==> src/csmu_pkg.sv <==
// constants, types and helpers shared by the character move unit
package csmu_pkg;

  // register byte offsets on the apb side
  localparam logic [7:0] CSMU_OFF_CTRL = 8'h00;
  localparam logic [7:0] CSMU_OFF_STAT = 8'h04;
  localparam logic [7:0] CSMU_OFF_GPR  = 8'h20;

  // control register bit positions (write-one pulses)
  localparam int CSMU_CTRL_START_REG = 0;
  localparam int CSMU_CTRL_START_INL = 1;
  localparam int CSMU_CTRL_RESUME    = 2;

  // status register bit positions
  localparam int CSMU_STAT_BUSY = 0;
  localparam int CSMU_STAT_DONE = 1;
  localparam int CSMU_STAT_SUSP = 2;
  localparam int CSMU_STAT_CC   = 3;

  // general register numbers used by the move
  localparam logic [2:0] CSMU_GPR_PC   = 3'h7;
  localparam logic [2:0] CSMU_GPR_FILL = 3'h4;

  // memory stepping and in-line fetch sequence
  localparam logic [15:0] CSMU_WORD_STEP  = 16'h0002;
  localparam logic [2:0]  CSMU_FETCH_OPS  = 3'h3;
  localparam logic [2:0]  CSMU_FETCH_LAST = 3'h6;

  // register reset value and the high byte put above each character
  localparam logic [15:0] CSMU_GPR_RST  = 16'h0000;
  localparam logic [7:0]  CSMU_FILL_HI  = 8'h00;

  // engine states
  typedef enum logic [2:0] {
    CSMU_IDLE  = 3'b000,
    CSMU_FETCH = 3'b001,
    CSMU_SETUP = 3'b010,
    CSMU_DISP  = 3'b011,
    CSMU_COPY  = 3'b100,
    CSMU_FILL  = 3'b101,
    CSMU_SUSP  = 3'b110,
    CSMU_FIN   = 3'b111
  } csmu_state_e;

  // condition codes
  typedef struct packed {
    logic n;
    logic z;
    logic v;
    logic c;
  } csmu_cc_s;

  // memory bus request
  typedef struct packed {
    logic        req;
    logic        we;
    logic        byte_sel;
    logic [15:0] addr;
    logic [15:0] wdata;
  } csmu_mreq_s;

  // smaller of two unsigned lengths
  function automatic logic [15:0] csmu_min16(input logic [15:0] a, input logic [15:0] b);
    csmu_min16 = (a < b) ? a : b;
  endfunction

  // address step up or down by one byte
  function automatic logic [15:0] csmu_step(input logic [15:0] a, input logic down);
    csmu_step = down ? 16'(a - 16'h0001) : 16'(a + 16'h0001);
  endfunction

endpackage

==> src/csmu_cc.sv <==
// condition code generator from the two initial lengths
`timescale 1ns/100ps
`default_nettype none
module csmu_cc import csmu_pkg::*; (
  // lengths
  input  wire logic [15:0] src_len,
  input  wire logic [15:0] dst_len,
  // flags
  output csmu_cc_s         cc
);
  logic [16:0] diff;
  logic [15:0] res;

  // src minus dst with carry out of bit 15
  assign diff = {1'b0, src_len} + {1'b0, ~dst_len} + 17'h00001;
  assign res  = diff[15:0];

  // flag derivation
  assign cc.n = res[15];
  assign cc.z = (res == 16'h0000);
  assign cc.v = (src_len[15] != dst_len[15]) && (dst_len[15] == res[15]);
  assign cc.c = ~diff[16];
endmodule
`default_nettype wire

==> src/csmu_buf2.sv <==
// small ready/valid buffer in the character path
`timescale 1ns/100ps
`default_nettype none
module csmu_buf2 #(
  parameter int W = 8,
  parameter int D = 2
) (
  // clock and reset
  input  wire logic         pclk,
  input  wire logic         presetn,
  // filling side
  input  wire logic         in_valid,
  output logic              in_ready,
  input  wire logic [W-1:0] in_data,
  // draining side
  output logic              out_valid,
  input  wire logic         out_ready,
  output logic [W-1:0]      out_data
);
  localparam int AW = (D > 1) ? $clog2(D) : 1;
  localparam int CW = $clog2(D + 1);

  logic [W-1:0]  mem_q [0:D-1];
  logic [AW-1:0] wp_q;
  logic [AW-1:0] rp_q;
  logic [CW-1:0] cnt_q;
  logic          push;
  logic          pop;

  // honest full and empty
  assign in_ready  = (cnt_q != CW'(D));
  assign out_valid = (cnt_q != '0);
  assign out_data  = mem_q[rp_q];
  assign push      = in_valid & in_ready;
  assign pop       = out_valid & out_ready;

  // storage
  always_ff @(posedge pclk) begin
    if (push) begin
      mem_q[wp_q] <= in_data;
    end
  end

  // pointers and fill level
  always_ff @(posedge pclk or negedge presetn) begin
    if (!presetn) begin
      wp_q  <= '0;
      rp_q  <= '0;
      cnt_q <= '0;
    end else begin
      if (push) begin
        wp_q <= (wp_q == AW'(D - 1)) ? '0 : AW'(wp_q + 1'b1);
      end
      if (pop) begin
        rp_q <= (rp_q == AW'(D - 1)) ? '0 : AW'(rp_q + 1'b1);
      end
      cnt_q <= CW'(cnt_q + CW'(push) - CW'(pop));
    end
  end
endmodule
`default_nettype wire

==> src/csmu_move_unit.sv <==
// character string move engine with apb register access and memory master
`timescale 1ns/100ps
`default_nettype none
// Notes on behaviour
// - flags compare src length minus dst length; N if negative, Z if zero.
// - V set when length sign bits differ and dst sign equals result sign.
// - C is borrow: cleared on carry out of bit 15, else set.
// - string aligned at lowest address; short source padded at high addresses with fill.
// - long source truncated; only destination-length characters are copied.
// - register form ends with unmoved count in R0, zero, fill.
// - in-line form fetches three words after opcode, stepping PC by two.
// - descriptor is length word at pointer, address word at pointer plus two.
// - in-line form leaves R0-as found; only PC advances.
// - source at or above destination: copy upward, then fill upward.
// - source below destination: work downward, fill first, then copy downward.
// - move may suspend between characters, progress kept in general registers.
// - result equals reading whole source before writing any destination byte.
// - empty source fills all; empty destination writes nothing, still updates state.
module csmu_move_unit import csmu_pkg::*; (
  // clock and reset
  input  wire logic        pclk,
  input  wire logic        presetn,
  // apb slave
  input  wire logic        psel,
  input  wire logic        penable,
  input  wire logic        pwrite,
  input  wire logic [7:0]  paddr,
  input  wire logic [31:0] pwdata,
  output logic [31:0]      prdata,
  output logic             pready,
  output logic             pslverr,
  // memory master
  output csmu_mreq_s       mem_o,
  input  wire logic        mem_ack,
  input  wire logic [15:0] mem_rdata,
  // host core control
  input  wire logic        susp_req,
  output logic             busy
);
  csmu_state_e st_q;
  csmu_mreq_s  mreq_q;
  csmu_cc_s    cc_q;
  csmu_cc_s    cc_now;
  logic [15:0] gpr_q [0:7];
  logic [15:0] sh_q [0:4];
  logic [15:0] s_len_q;
  logic [15:0] s_adr_q;
  logic [15:0] d_len_q;
  logic [15:0] d_adr_q;
  logic [15:0] rd_left_q;
  logic [7:0]  fill_q;
  logic [2:0]  fidx_q;
  logic        dir_q;
  logic        inl_q;
  logic        done_q;
  logic        susp_q;
  logic [31:0] prdata_q;
  // apb decode
  logic        apb_setup;
  logic        apb_wr;
  logic        hit;
  logic        gpr_sel;
  logic [2:0]  gpr_idx;
  logic [31:0] rd_val;
  logic        cmd_reg;
  logic        cmd_inl;
  logic        cmd_res;
  // engine issue and buffer
  logic        iss;
  logic        iss_we;
  logic        iss_byte;
  logic [15:0] iss_addr;
  logic [15:0] iss_wdata;
  logic        acc_done;
  logic        rd_ack;
  logic        wr_ack;
  logic        need_fill;
  logic        buf_in_rdy;
  logic        buf_out_v;
  logic [7:0]  buf_out_d;
  logic        buf_push;
  logic        buf_pop;
  logic [15:0] min_len;
  // apb address decode and read mux
  assign apb_setup = psel & ~penable;
  assign gpr_sel   = (paddr[7:5] == CSMU_OFF_GPR[7:5]) && (paddr[1:0] == 2'b00);
  assign gpr_idx   = paddr[4:2];
  always_comb begin
    hit    = 1'b1;
    rd_val = 32'h0000_0000;
    if (paddr == CSMU_OFF_CTRL) begin
      rd_val = 32'h0000_0000;
    end else if (paddr == CSMU_OFF_STAT) begin
      rd_val[CSMU_STAT_BUSY]              = busy;
      rd_val[CSMU_STAT_DONE]              = done_q;
      rd_val[CSMU_STAT_SUSP]              = susp_q;
      rd_val[CSMU_STAT_CC +: 4]           = cc_q;
    end else if (gpr_sel) begin
      rd_val[15:0] = gpr_q[gpr_idx];
    end else begin
      hit = 1'b0;
    end
  end
  // zero-wait answer; read data captured in the setup cycle
  assign pready  = 1'b1;
  assign pslverr = psel & penable & ~hit;
  assign prdata  = prdata_q;
  assign apb_wr  = psel & penable & pwrite & hit;
  always_ff @(posedge pclk or negedge presetn) begin
    if (!presetn) begin
      prdata_q <= 32'h0000_0000;
    end else if (apb_setup) begin
      prdata_q <= rd_val;
    end
  end
  // start and resume commands, accepted only while idle
  assign busy    = (st_q != CSMU_IDLE);
  assign cmd_reg = apb_wr && (paddr == CSMU_OFF_CTRL) && !busy && pwdata[CSMU_CTRL_START_REG];
  assign cmd_inl = apb_wr && (paddr == CSMU_OFF_CTRL) && !busy && !pwdata[CSMU_CTRL_START_REG]
                   && pwdata[CSMU_CTRL_START_INL];
  assign cmd_res = apb_wr && (paddr == CSMU_OFF_CTRL) && !busy && susp_q
                   && !pwdata[CSMU_CTRL_START_REG] && !pwdata[CSMU_CTRL_START_INL]
                   && pwdata[CSMU_CTRL_RESUME];
  // flags from the lengths held at setup
  csmu_cc u_cc (
    .src_len (s_len_q),
    .dst_len (d_len_q),
    .cc      (cc_now)
  );
  // character buffer between memory reads and writes
  csmu_buf2 #(
    .W (8),
    .D (2)
  ) u_buf (
    .pclk      (pclk),
    .presetn   (presetn),
    .in_valid  (buf_push),
    .in_ready  (buf_in_rdy),
    .in_data   (mem_rdata[7:0]),
    .out_valid (buf_out_v),
    .out_ready (buf_pop),
    .out_data  (buf_out_d)
  );
  // access completion and buffer strobes
  assign acc_done  = mreq_q.req & mem_ack;
  assign rd_ack    = acc_done & ~mreq_q.we;
  assign wr_ack    = acc_done & mreq_q.we;
  assign buf_push  = rd_ack & (st_q == CSMU_COPY);
  assign buf_pop   = wr_ack & (st_q == CSMU_COPY);
  assign min_len   = csmu_min16(s_len_q, d_len_q);
  // downward pass fills while source is shorter; upward fills what is left
  assign need_fill = dir_q ? (s_len_q < d_len_q) : (d_len_q != 16'h0000);
  // memory access selection per state
  always_comb begin
    iss       = 1'b0;
    iss_we    = 1'b0;
    iss_byte  = 1'b0;
    iss_addr  = 16'h0000;
    iss_wdata = 16'h0000;
    case (st_q)
      CSMU_FETCH: begin
        iss = 1'b1;
        case (fidx_q)
          3'h3:    iss_addr = s_adr_q;
          3'h4:    iss_addr = 16'(s_adr_q + CSMU_WORD_STEP);
          3'h5:    iss_addr = d_adr_q;
          3'h6:    iss_addr = 16'(d_adr_q + CSMU_WORD_STEP);
          default: iss_addr = gpr_q[CSMU_GPR_PC];
        endcase
      end
      CSMU_COPY: begin
        iss_byte = 1'b1;
        if (rd_left_q != 16'h0000 && buf_in_rdy && !susp_req) begin
          iss      = 1'b1;
          iss_addr = s_adr_q;
        end else if (buf_out_v) begin
          iss       = 1'b1;
          iss_we    = 1'b1;
          iss_addr  = d_adr_q;
          iss_wdata = {CSMU_FILL_HI, buf_out_d};
        end
      end
      CSMU_FILL: begin
        iss_byte  = 1'b1;
        iss_we    = 1'b1;
        iss       = need_fill & ~susp_req;
        iss_addr  = d_adr_q;
        iss_wdata = {CSMU_FILL_HI, fill_q};
      end
      default: iss = 1'b0;
    endcase
  end
  // memory request register, held until acknowledged
  assign mem_o = mreq_q;
  always_ff @(posedge pclk or negedge presetn) begin
    if (!presetn) begin
      mreq_q <= '0;
    end else if (!mreq_q.req && iss) begin
      mreq_q <= '{req: 1'b1, we: iss_we, byte_sel: iss_byte, addr: iss_addr, wdata: iss_wdata};
    end else if (acc_done) begin
      mreq_q.req <= 1'b0;
    end
  end

  // move sequencer and working descriptors
  always_ff @(posedge pclk or negedge presetn) begin
    if (!presetn) begin
      st_q      <= CSMU_IDLE;
      s_len_q   <= CSMU_GPR_RST;
      s_adr_q   <= CSMU_GPR_RST;
      d_len_q   <= CSMU_GPR_RST;
      d_adr_q   <= CSMU_GPR_RST;
      rd_left_q <= CSMU_GPR_RST;
      fill_q    <= 8'h00;
      fidx_q    <= 3'h0;
      dir_q     <= 1'b0;
      inl_q     <= 1'b0;
      done_q    <= 1'b0;
      susp_q    <= 1'b0;
      cc_q      <= '0;
      for (int i = 0; i < 5; i++) begin
        sh_q[i] <= CSMU_GPR_RST;
      end
    end else begin
      case (st_q)
        CSMU_IDLE: begin
          if (cmd_reg || cmd_res) begin
            s_len_q <= gpr_q[0];
            s_adr_q <= gpr_q[1];
            d_len_q <= gpr_q[2];
            d_adr_q <= gpr_q[3];
            fill_q  <= gpr_q[CSMU_GPR_FILL][7:0];
            done_q  <= 1'b0;
            susp_q  <= 1'b0;
            st_q    <= cmd_res ? CSMU_DISP : CSMU_SETUP;
          end
          if (cmd_reg) begin
            inl_q <= 1'b0;
          end
          if (cmd_inl) begin
            inl_q  <= 1'b1;
            fidx_q <= 3'h0;
            done_q <= 1'b0;
            susp_q <= 1'b0;
            st_q   <= CSMU_FETCH;
            for (int i = 0; i < 5; i++) begin
              sh_q[i] <= gpr_q[i];
            end
          end
        end
        CSMU_FETCH: begin
          if (rd_ack) begin
            case (fidx_q)
              3'h0:    s_adr_q <= mem_rdata;
              3'h1:    d_adr_q <= mem_rdata;
              3'h2:    fill_q  <= mem_rdata[7:0];
              3'h3:    s_len_q <= mem_rdata;
              3'h4:    s_adr_q <= mem_rdata;
              3'h5:    d_len_q <= mem_rdata;
              default: d_adr_q <= mem_rdata;
            endcase
            fidx_q <= 3'(fidx_q + 3'h1);
            if (fidx_q == CSMU_FETCH_LAST) begin
              st_q <= CSMU_SETUP;
            end
          end
        end
        CSMU_SETUP: begin
          cc_q  <= cc_now;
          dir_q <= (s_adr_q < d_adr_q);
          if (s_adr_q < d_adr_q) begin
            s_adr_q <= 16'(s_adr_q + min_len - 16'h0001);
            d_adr_q <= 16'(d_adr_q + d_len_q - 16'h0001);
          end
          st_q <= CSMU_DISP;
        end
        CSMU_DISP: begin
          rd_left_q <= min_len;
          st_q      <= dir_q ? CSMU_FILL : CSMU_COPY;
        end
        CSMU_COPY: begin
          if (rd_ack) begin
            s_len_q   <= 16'(s_len_q - 16'h0001);
            s_adr_q   <= csmu_step(s_adr_q, dir_q);
            rd_left_q <= 16'(rd_left_q - 16'h0001);
          end
          if (wr_ack) begin
            d_len_q <= 16'(d_len_q - 16'h0001);
            d_adr_q <= csmu_step(d_adr_q, dir_q);
          end
          if (!mreq_q.req && !buf_out_v) begin
            if (rd_left_q == 16'h0000) begin
              st_q <= dir_q ? CSMU_FIN : CSMU_FILL;
            end else if (susp_req) begin
              st_q <= CSMU_SUSP;
            end
          end
        end
        CSMU_FILL: begin
          if (wr_ack) begin
            d_len_q <= 16'(d_len_q - 16'h0001);
            d_adr_q <= csmu_step(d_adr_q, dir_q);
          end else if (!mreq_q.req) begin
            if (!need_fill) begin
              rd_left_q <= d_len_q;
              st_q      <= dir_q ? CSMU_COPY : CSMU_FIN;
            end else if (susp_req) begin
              st_q <= CSMU_SUSP;
            end
          end
        end
        CSMU_SUSP: begin
          susp_q <= 1'b1;
          st_q   <= CSMU_IDLE;
        end
        CSMU_FIN: begin
          done_q <= 1'b1;
          st_q   <= CSMU_IDLE;
        end
        default: st_q <= CSMU_IDLE;
      endcase
    end
  end

  // general register image: software loads, engine writes back
  always_ff @(posedge pclk or negedge presetn) begin
    if (!presetn) begin
      for (int i = 0; i < 8; i++) begin
        gpr_q[i] <= CSMU_GPR_RST;
      end
    end else begin
      case (st_q)
        CSMU_IDLE: begin
          if (apb_wr && gpr_sel) begin
            gpr_q[gpr_idx] <= pwdata[15:0];                     // ignored while busy
          end
        end
        CSMU_FETCH: begin
          if (rd_ack && fidx_q < CSMU_FETCH_OPS) begin
            gpr_q[CSMU_GPR_PC] <= 16'(gpr_q[CSMU_GPR_PC] + CSMU_WORD_STEP);
          end
        end
        CSMU_SUSP: begin
          gpr_q[0]             <= s_len_q;
          gpr_q[1]             <= s_adr_q;
          gpr_q[2]             <= d_len_q;
          gpr_q[3]             <= d_adr_q;
          gpr_q[CSMU_GPR_FILL] <= {CSMU_FILL_HI, fill_q};
        end
        CSMU_FIN: begin
          if (inl_q) begin
            for (int i = 0; i < 5; i++) begin
              gpr_q[i] <= sh_q[i];
            end
          end else begin
            gpr_q[0]             <= s_len_q;
            gpr_q[1]             <= CSMU_GPR_RST;
            gpr_q[2]             <= CSMU_GPR_RST;
            gpr_q[3]             <= CSMU_GPR_RST;
            gpr_q[CSMU_GPR_FILL] <= {CSMU_FILL_HI, fill_q};
          end
        end
        default: ;
      endcase
    end
  end
endmodule
`default_nettype wire

==> config.mk <==
export PLATFORM = sky130hd
export DESIGN_NAME = csmu_move_unit
export DESIGN_NICKNAME = d
export VERILOG_FILES = /design/src/csmu_pkg.sv /design/src/csmu_cc.sv /design/src/csmu_buf2.sv /design/src/csmu_move_unit.sv
export SDC_FILE = /design/constraint.sdc
export NUM_CORES = 1
export LEC_CHECK = 0
export ABC_AREA = 1
export BUFFER_PORTS_ARGS = -buffer_cell sky130_fd_sc_hd__buf_4
export CORE_MARGIN = 2
export CORE_UTILIZATION = 40
export DETAILED_ROUTE_END_ITERATION = 8
export GPL_TIMING_DRIVEN = 0
export PLACE_DENSITY = 0.62
export SLEW_MARGIN = 20
export SYNTH_ARGS = -nofsm -noshare
export SYNTH_HDL_FRONTEND = slang
export SYNTH_HIERARCHICAL = 1
export SYNTH_SLANG_ARGS = --single-unit
==> constraint.sdc <==
create_clock -name pclk -period 4.5 [get_ports pclk]
set_input_delay 0.675 -clock pclk [delete_from_list [all_inputs] [get_ports pclk]]
set_output_delay 0.675 -clock pclk [all_outputs]
set_load 0.005 [all_outputs]
==> results.cfg <==
[status]
outcome = finished clean

[floorplan]
die_height_um = 260
core_mm2 = 0.0647
rows = 93
ios = 133
design.die.area_mm2 = 0.0678
die_w_um = 260
initial_core_util_pct = 40.6

[power_and_ir_drop]
share_comb_of_total_power_pct = 66.0
irDropWorstVdd_uv = 756
switching_share_pct = 54.7
pwr-share-clk_pct = 14.2
leakage_nw = 14.1
p_per_area_mw_per_mm2 = 897
power_switching_mw = 14.7
p_int_mw = 12.2
p_seq_share_pct = 19.8
finalPower_mw = 26.9

[synthesis]
synth_ff_type = dfrtp_1
ys_warn_count = 6
synth_cells = 3625
synth_edf_count = 16
ys_ff_latch = 373
synth_area_per_cell_um2 = 7.25
syn_area_mm2 = 0.0263
ys_types = 66
ys_seq_area_share_pct = 35.8
synthArstFlopShare_pct = 95.7

[critical_path]
cp-end-kind = register
criticalPathCategory = register to register
rrSetupSlack_ps = 280
cp.required_ps = 4980
path_max_fanout = 10
crit_arrival_ps = 4700
start_kind = register

[run]
drv_cap = 0

[grt]
grt.total_usage_pct = 34.0
overflow = 0
grt_pass1_wl_mm = 169
antenna_found_initial = 4
grt_pass1_vias = 25017
grt_max_degree = 92

[place]
dpl_worst_slack_ps = -568
post_dp_cell_area_mm2 = 0.0282
io_buffer_count = 89
finalWeightedCongestion = 1.03
dp_hpwl_mm = 90.3

[detailed_routing]
via_count = 27687
drt_wl_total_mm = 117
drt-pass1-iter-count = 8
vias_per_cell = 5.89
drt_iter0_markers = 3726
drtAntennaViolNets = 0
wl_per_cell_um = 24.9
remaining_drc_errors = 0

[timing]
fin_ws_ps = 281
hold_viol = 0
fmax_mhz = 237
layout_worst_path_cycle_share_pct = 93.8
slew_headroom_pct = 17.8
clock_skew_ps = 20.7
min_period_ps = 4220
slew_viol_final = 0
setup_viol = 0
worstMarginPinSlew_ps = 1230

[clock_network]
h-tree-depth = 2
worstSkewPairLatency_ps = 610
cts.sinks = 373
cts.clk_slew.worst_paths_ps = 60
cts_made_buffers = 43
cts_root_buf = clkbuf_16
clk_path_buf_depth = 3
tritoncts = yes

[min_path]
hold_class = input port to register

[layout]
fin_nets = 4022
multi_input_area_mm2 = 0.0143
finalInstanceArea_mm2 = 0.0300
ff_latch_area_mm2 = 0.00944
layout-drive-gt1-share_pct = 11.3
synthToLayoutAreaGrowth_pct = 14.2
fillCellCount = 6647
cell usage in the layout, fill, tap and decap left out, types with 34 or more instances in the layout:
master,instances
a21oi_1,242
buf_2,48
buf_4,139
clkbuf_1,93
clkbuf_16,43
dfrtp_1,337
ha_1,145
inv_1,449
nand2_1,746
nand3_1,198
nor2_1,245
nor3_1,34
o211ai_1,41
o21ai_0,471
o21ai_1,53
o22ai_1,70
critical path, stage by stage (launching register included):
cell	delay (ps)
dfrtp_1	470
clkinvlp_4	140
ha_1	300
a21oi_1	140
o21ai_0	110
a21oi_2	220
nand2_2	160
clkbuf_4	240
o21ai_1	380
ha_1	220
inv_1	40
ha_1	330
a21o_1	190
a21oi_1	120
nor2_1	60
a211oi_1	220
o21ai_0	190
inv_1	80
nand2_1	50
nand3_1	140
nand3_1	150
nand2_1	90
nand2_1	50
layer usage:
| layer | part of all wire (%) | track usage (%) | vias to the layer above |
|---|---|---|---|
| met5 | 0.021 | 0 | - |
| met4 | 5.8 | 18.4 | 4 |
| met3 | 11 | 8.15 | 272 |
| met2 | 41 | 48.5 | 1602 |
| met1 | 41 | 47.2 | 13196 |
| li1 | - | - | 12613 |
cell families after synthesis:
family	synth area share, %
AND/OR/NAND/NOR	21.9
AO/OA/AOI/OAI	23.8
buffers and inverters	10.5
flip-flops	35.8
adder cells (fa/ha/maj)	7.28
XOR/XNOR	0.733
other	0.0286
repair_timing:
item,CTS,global route
endpoints found under the hold margin,40,0
endpoints found under the setup margin,13,12
gates resized for setup,25,46
pin swaps,0,0
buffers inserted,6,16
hold buffers,1,0
cells in the mapped netlist, types with 17 or more instances:
| cell type | number | area share (%) |
|---|---|---|
| nand2_1 | 747 | 11 |
| o21ai_0 | 484 | 9.2 |
| inv_1 | 462 | 6.6 |
| dfrtp_1 | 357 | 34 |
| nor2_1 | 245 | 3.5 |
| a21oi_1 | 244 | 4.6 |
| nand3_1 | 198 | 3.8 |
| ha_1 | 145 | 6.9 |
| clkbuf_1 | 85 | 1.2 |
| o22ai_1 | 70 | 1.7 |
| buf_2 | 48 | 0.91 |
| o21ai_1 | 48 | 0.91 |
| o211ai_1 | 41 | 1.2 |
| nor3_1 | 34 | 0.65 |
| o221ai_1 | 32 | 1.1 |
| buf_4 | 29 | 0.83 |
| inv_2 | 27 | 0.39 |
| a221oi_1 | 26 | 0.87 |
| o2111ai_1 | 25 | 0.83 |
| nand4_1 | 19 | 0.45 |
| a21o_1 | 17 | 0.49 |
| or2_2 | 17 | 0.40 |
final timing paths:
path / startpoint / end / depth (start not counted)
worst min-delay path: mem_rdata[0] / u_buf/mem_q[0][0] / 1
max in group asynchronous: presetn / dir_q / 6
min in group asynchronous: presetn / cc_q[2] / 2
worst max register to register: d_len_q[11] / s_adr_q[15] / 22
worst max-delay path: d_len_q[11] / s_adr_q[15] / 22
worst min register to register: mem_o[0] / mem_o[0] / 2
power groups by stage:
stage / logic [mW] / clock network, mW / registers (mW)
2_1_floorplan: 12.0 / 0 / 4.75
3_3_place_gp: 16.7 / 0 / 5.30
3_5_place_dp: 16.8 / 0 / 5.30
4_1_cts: 17.0 / 3.82 / 5.27
5_1_grt: 19.8 / 3.94 / 5.38
6_report: 17.8 / 3.81 / 5.33
through the flow:
step,TNS (ps),hold WS [ps],utilization [%],std cells
6_report,0,259,46.4,4702
5_1_grt,-15.5,256,46.4,4697
4_1_cts,0,245,46.1,4681
3_3_place_gp,-348730,456,43.5,4592
3_5_place_dp,-4240,459,43.6,4596
2_1_floorplan,0,379,-,3648
registers in the layout, indices dropped and copies added, names as in the netlist:
register / count
u_buf/wp_q: 1
susp_q: 1
dir_q: 1
done_q: 1
s_len_q: 16
sh_q: 80
st_q: 3
cc_q: 4
u_buf/rp_q: 1
u_buf/cnt_q: 2
d_len_q: 16
gpr_q: 128
inl_q: 1
prdata: 16
fidx_q: 3
rd_left_q: 16
u_buf/mem_q: 16
s_adr_q: 16
mem_o: 27
d_adr_q: 16
fill_q: 8
final cells by class:
type                            instances  area share (%)
Sequential cell                       373            31.4
Multi-Input combinational cell       2604            47.5
Inverter                              498            6.44
Tap cell                              855            3.56
Clock inverter                         17           0.858
Clock buffer                           61            4.04
Timing Repair Buffer                  116            3.20
Antenna cell                            5          0.0417
Buffer                                173            2.94
(Power assumes the default switching activity.)
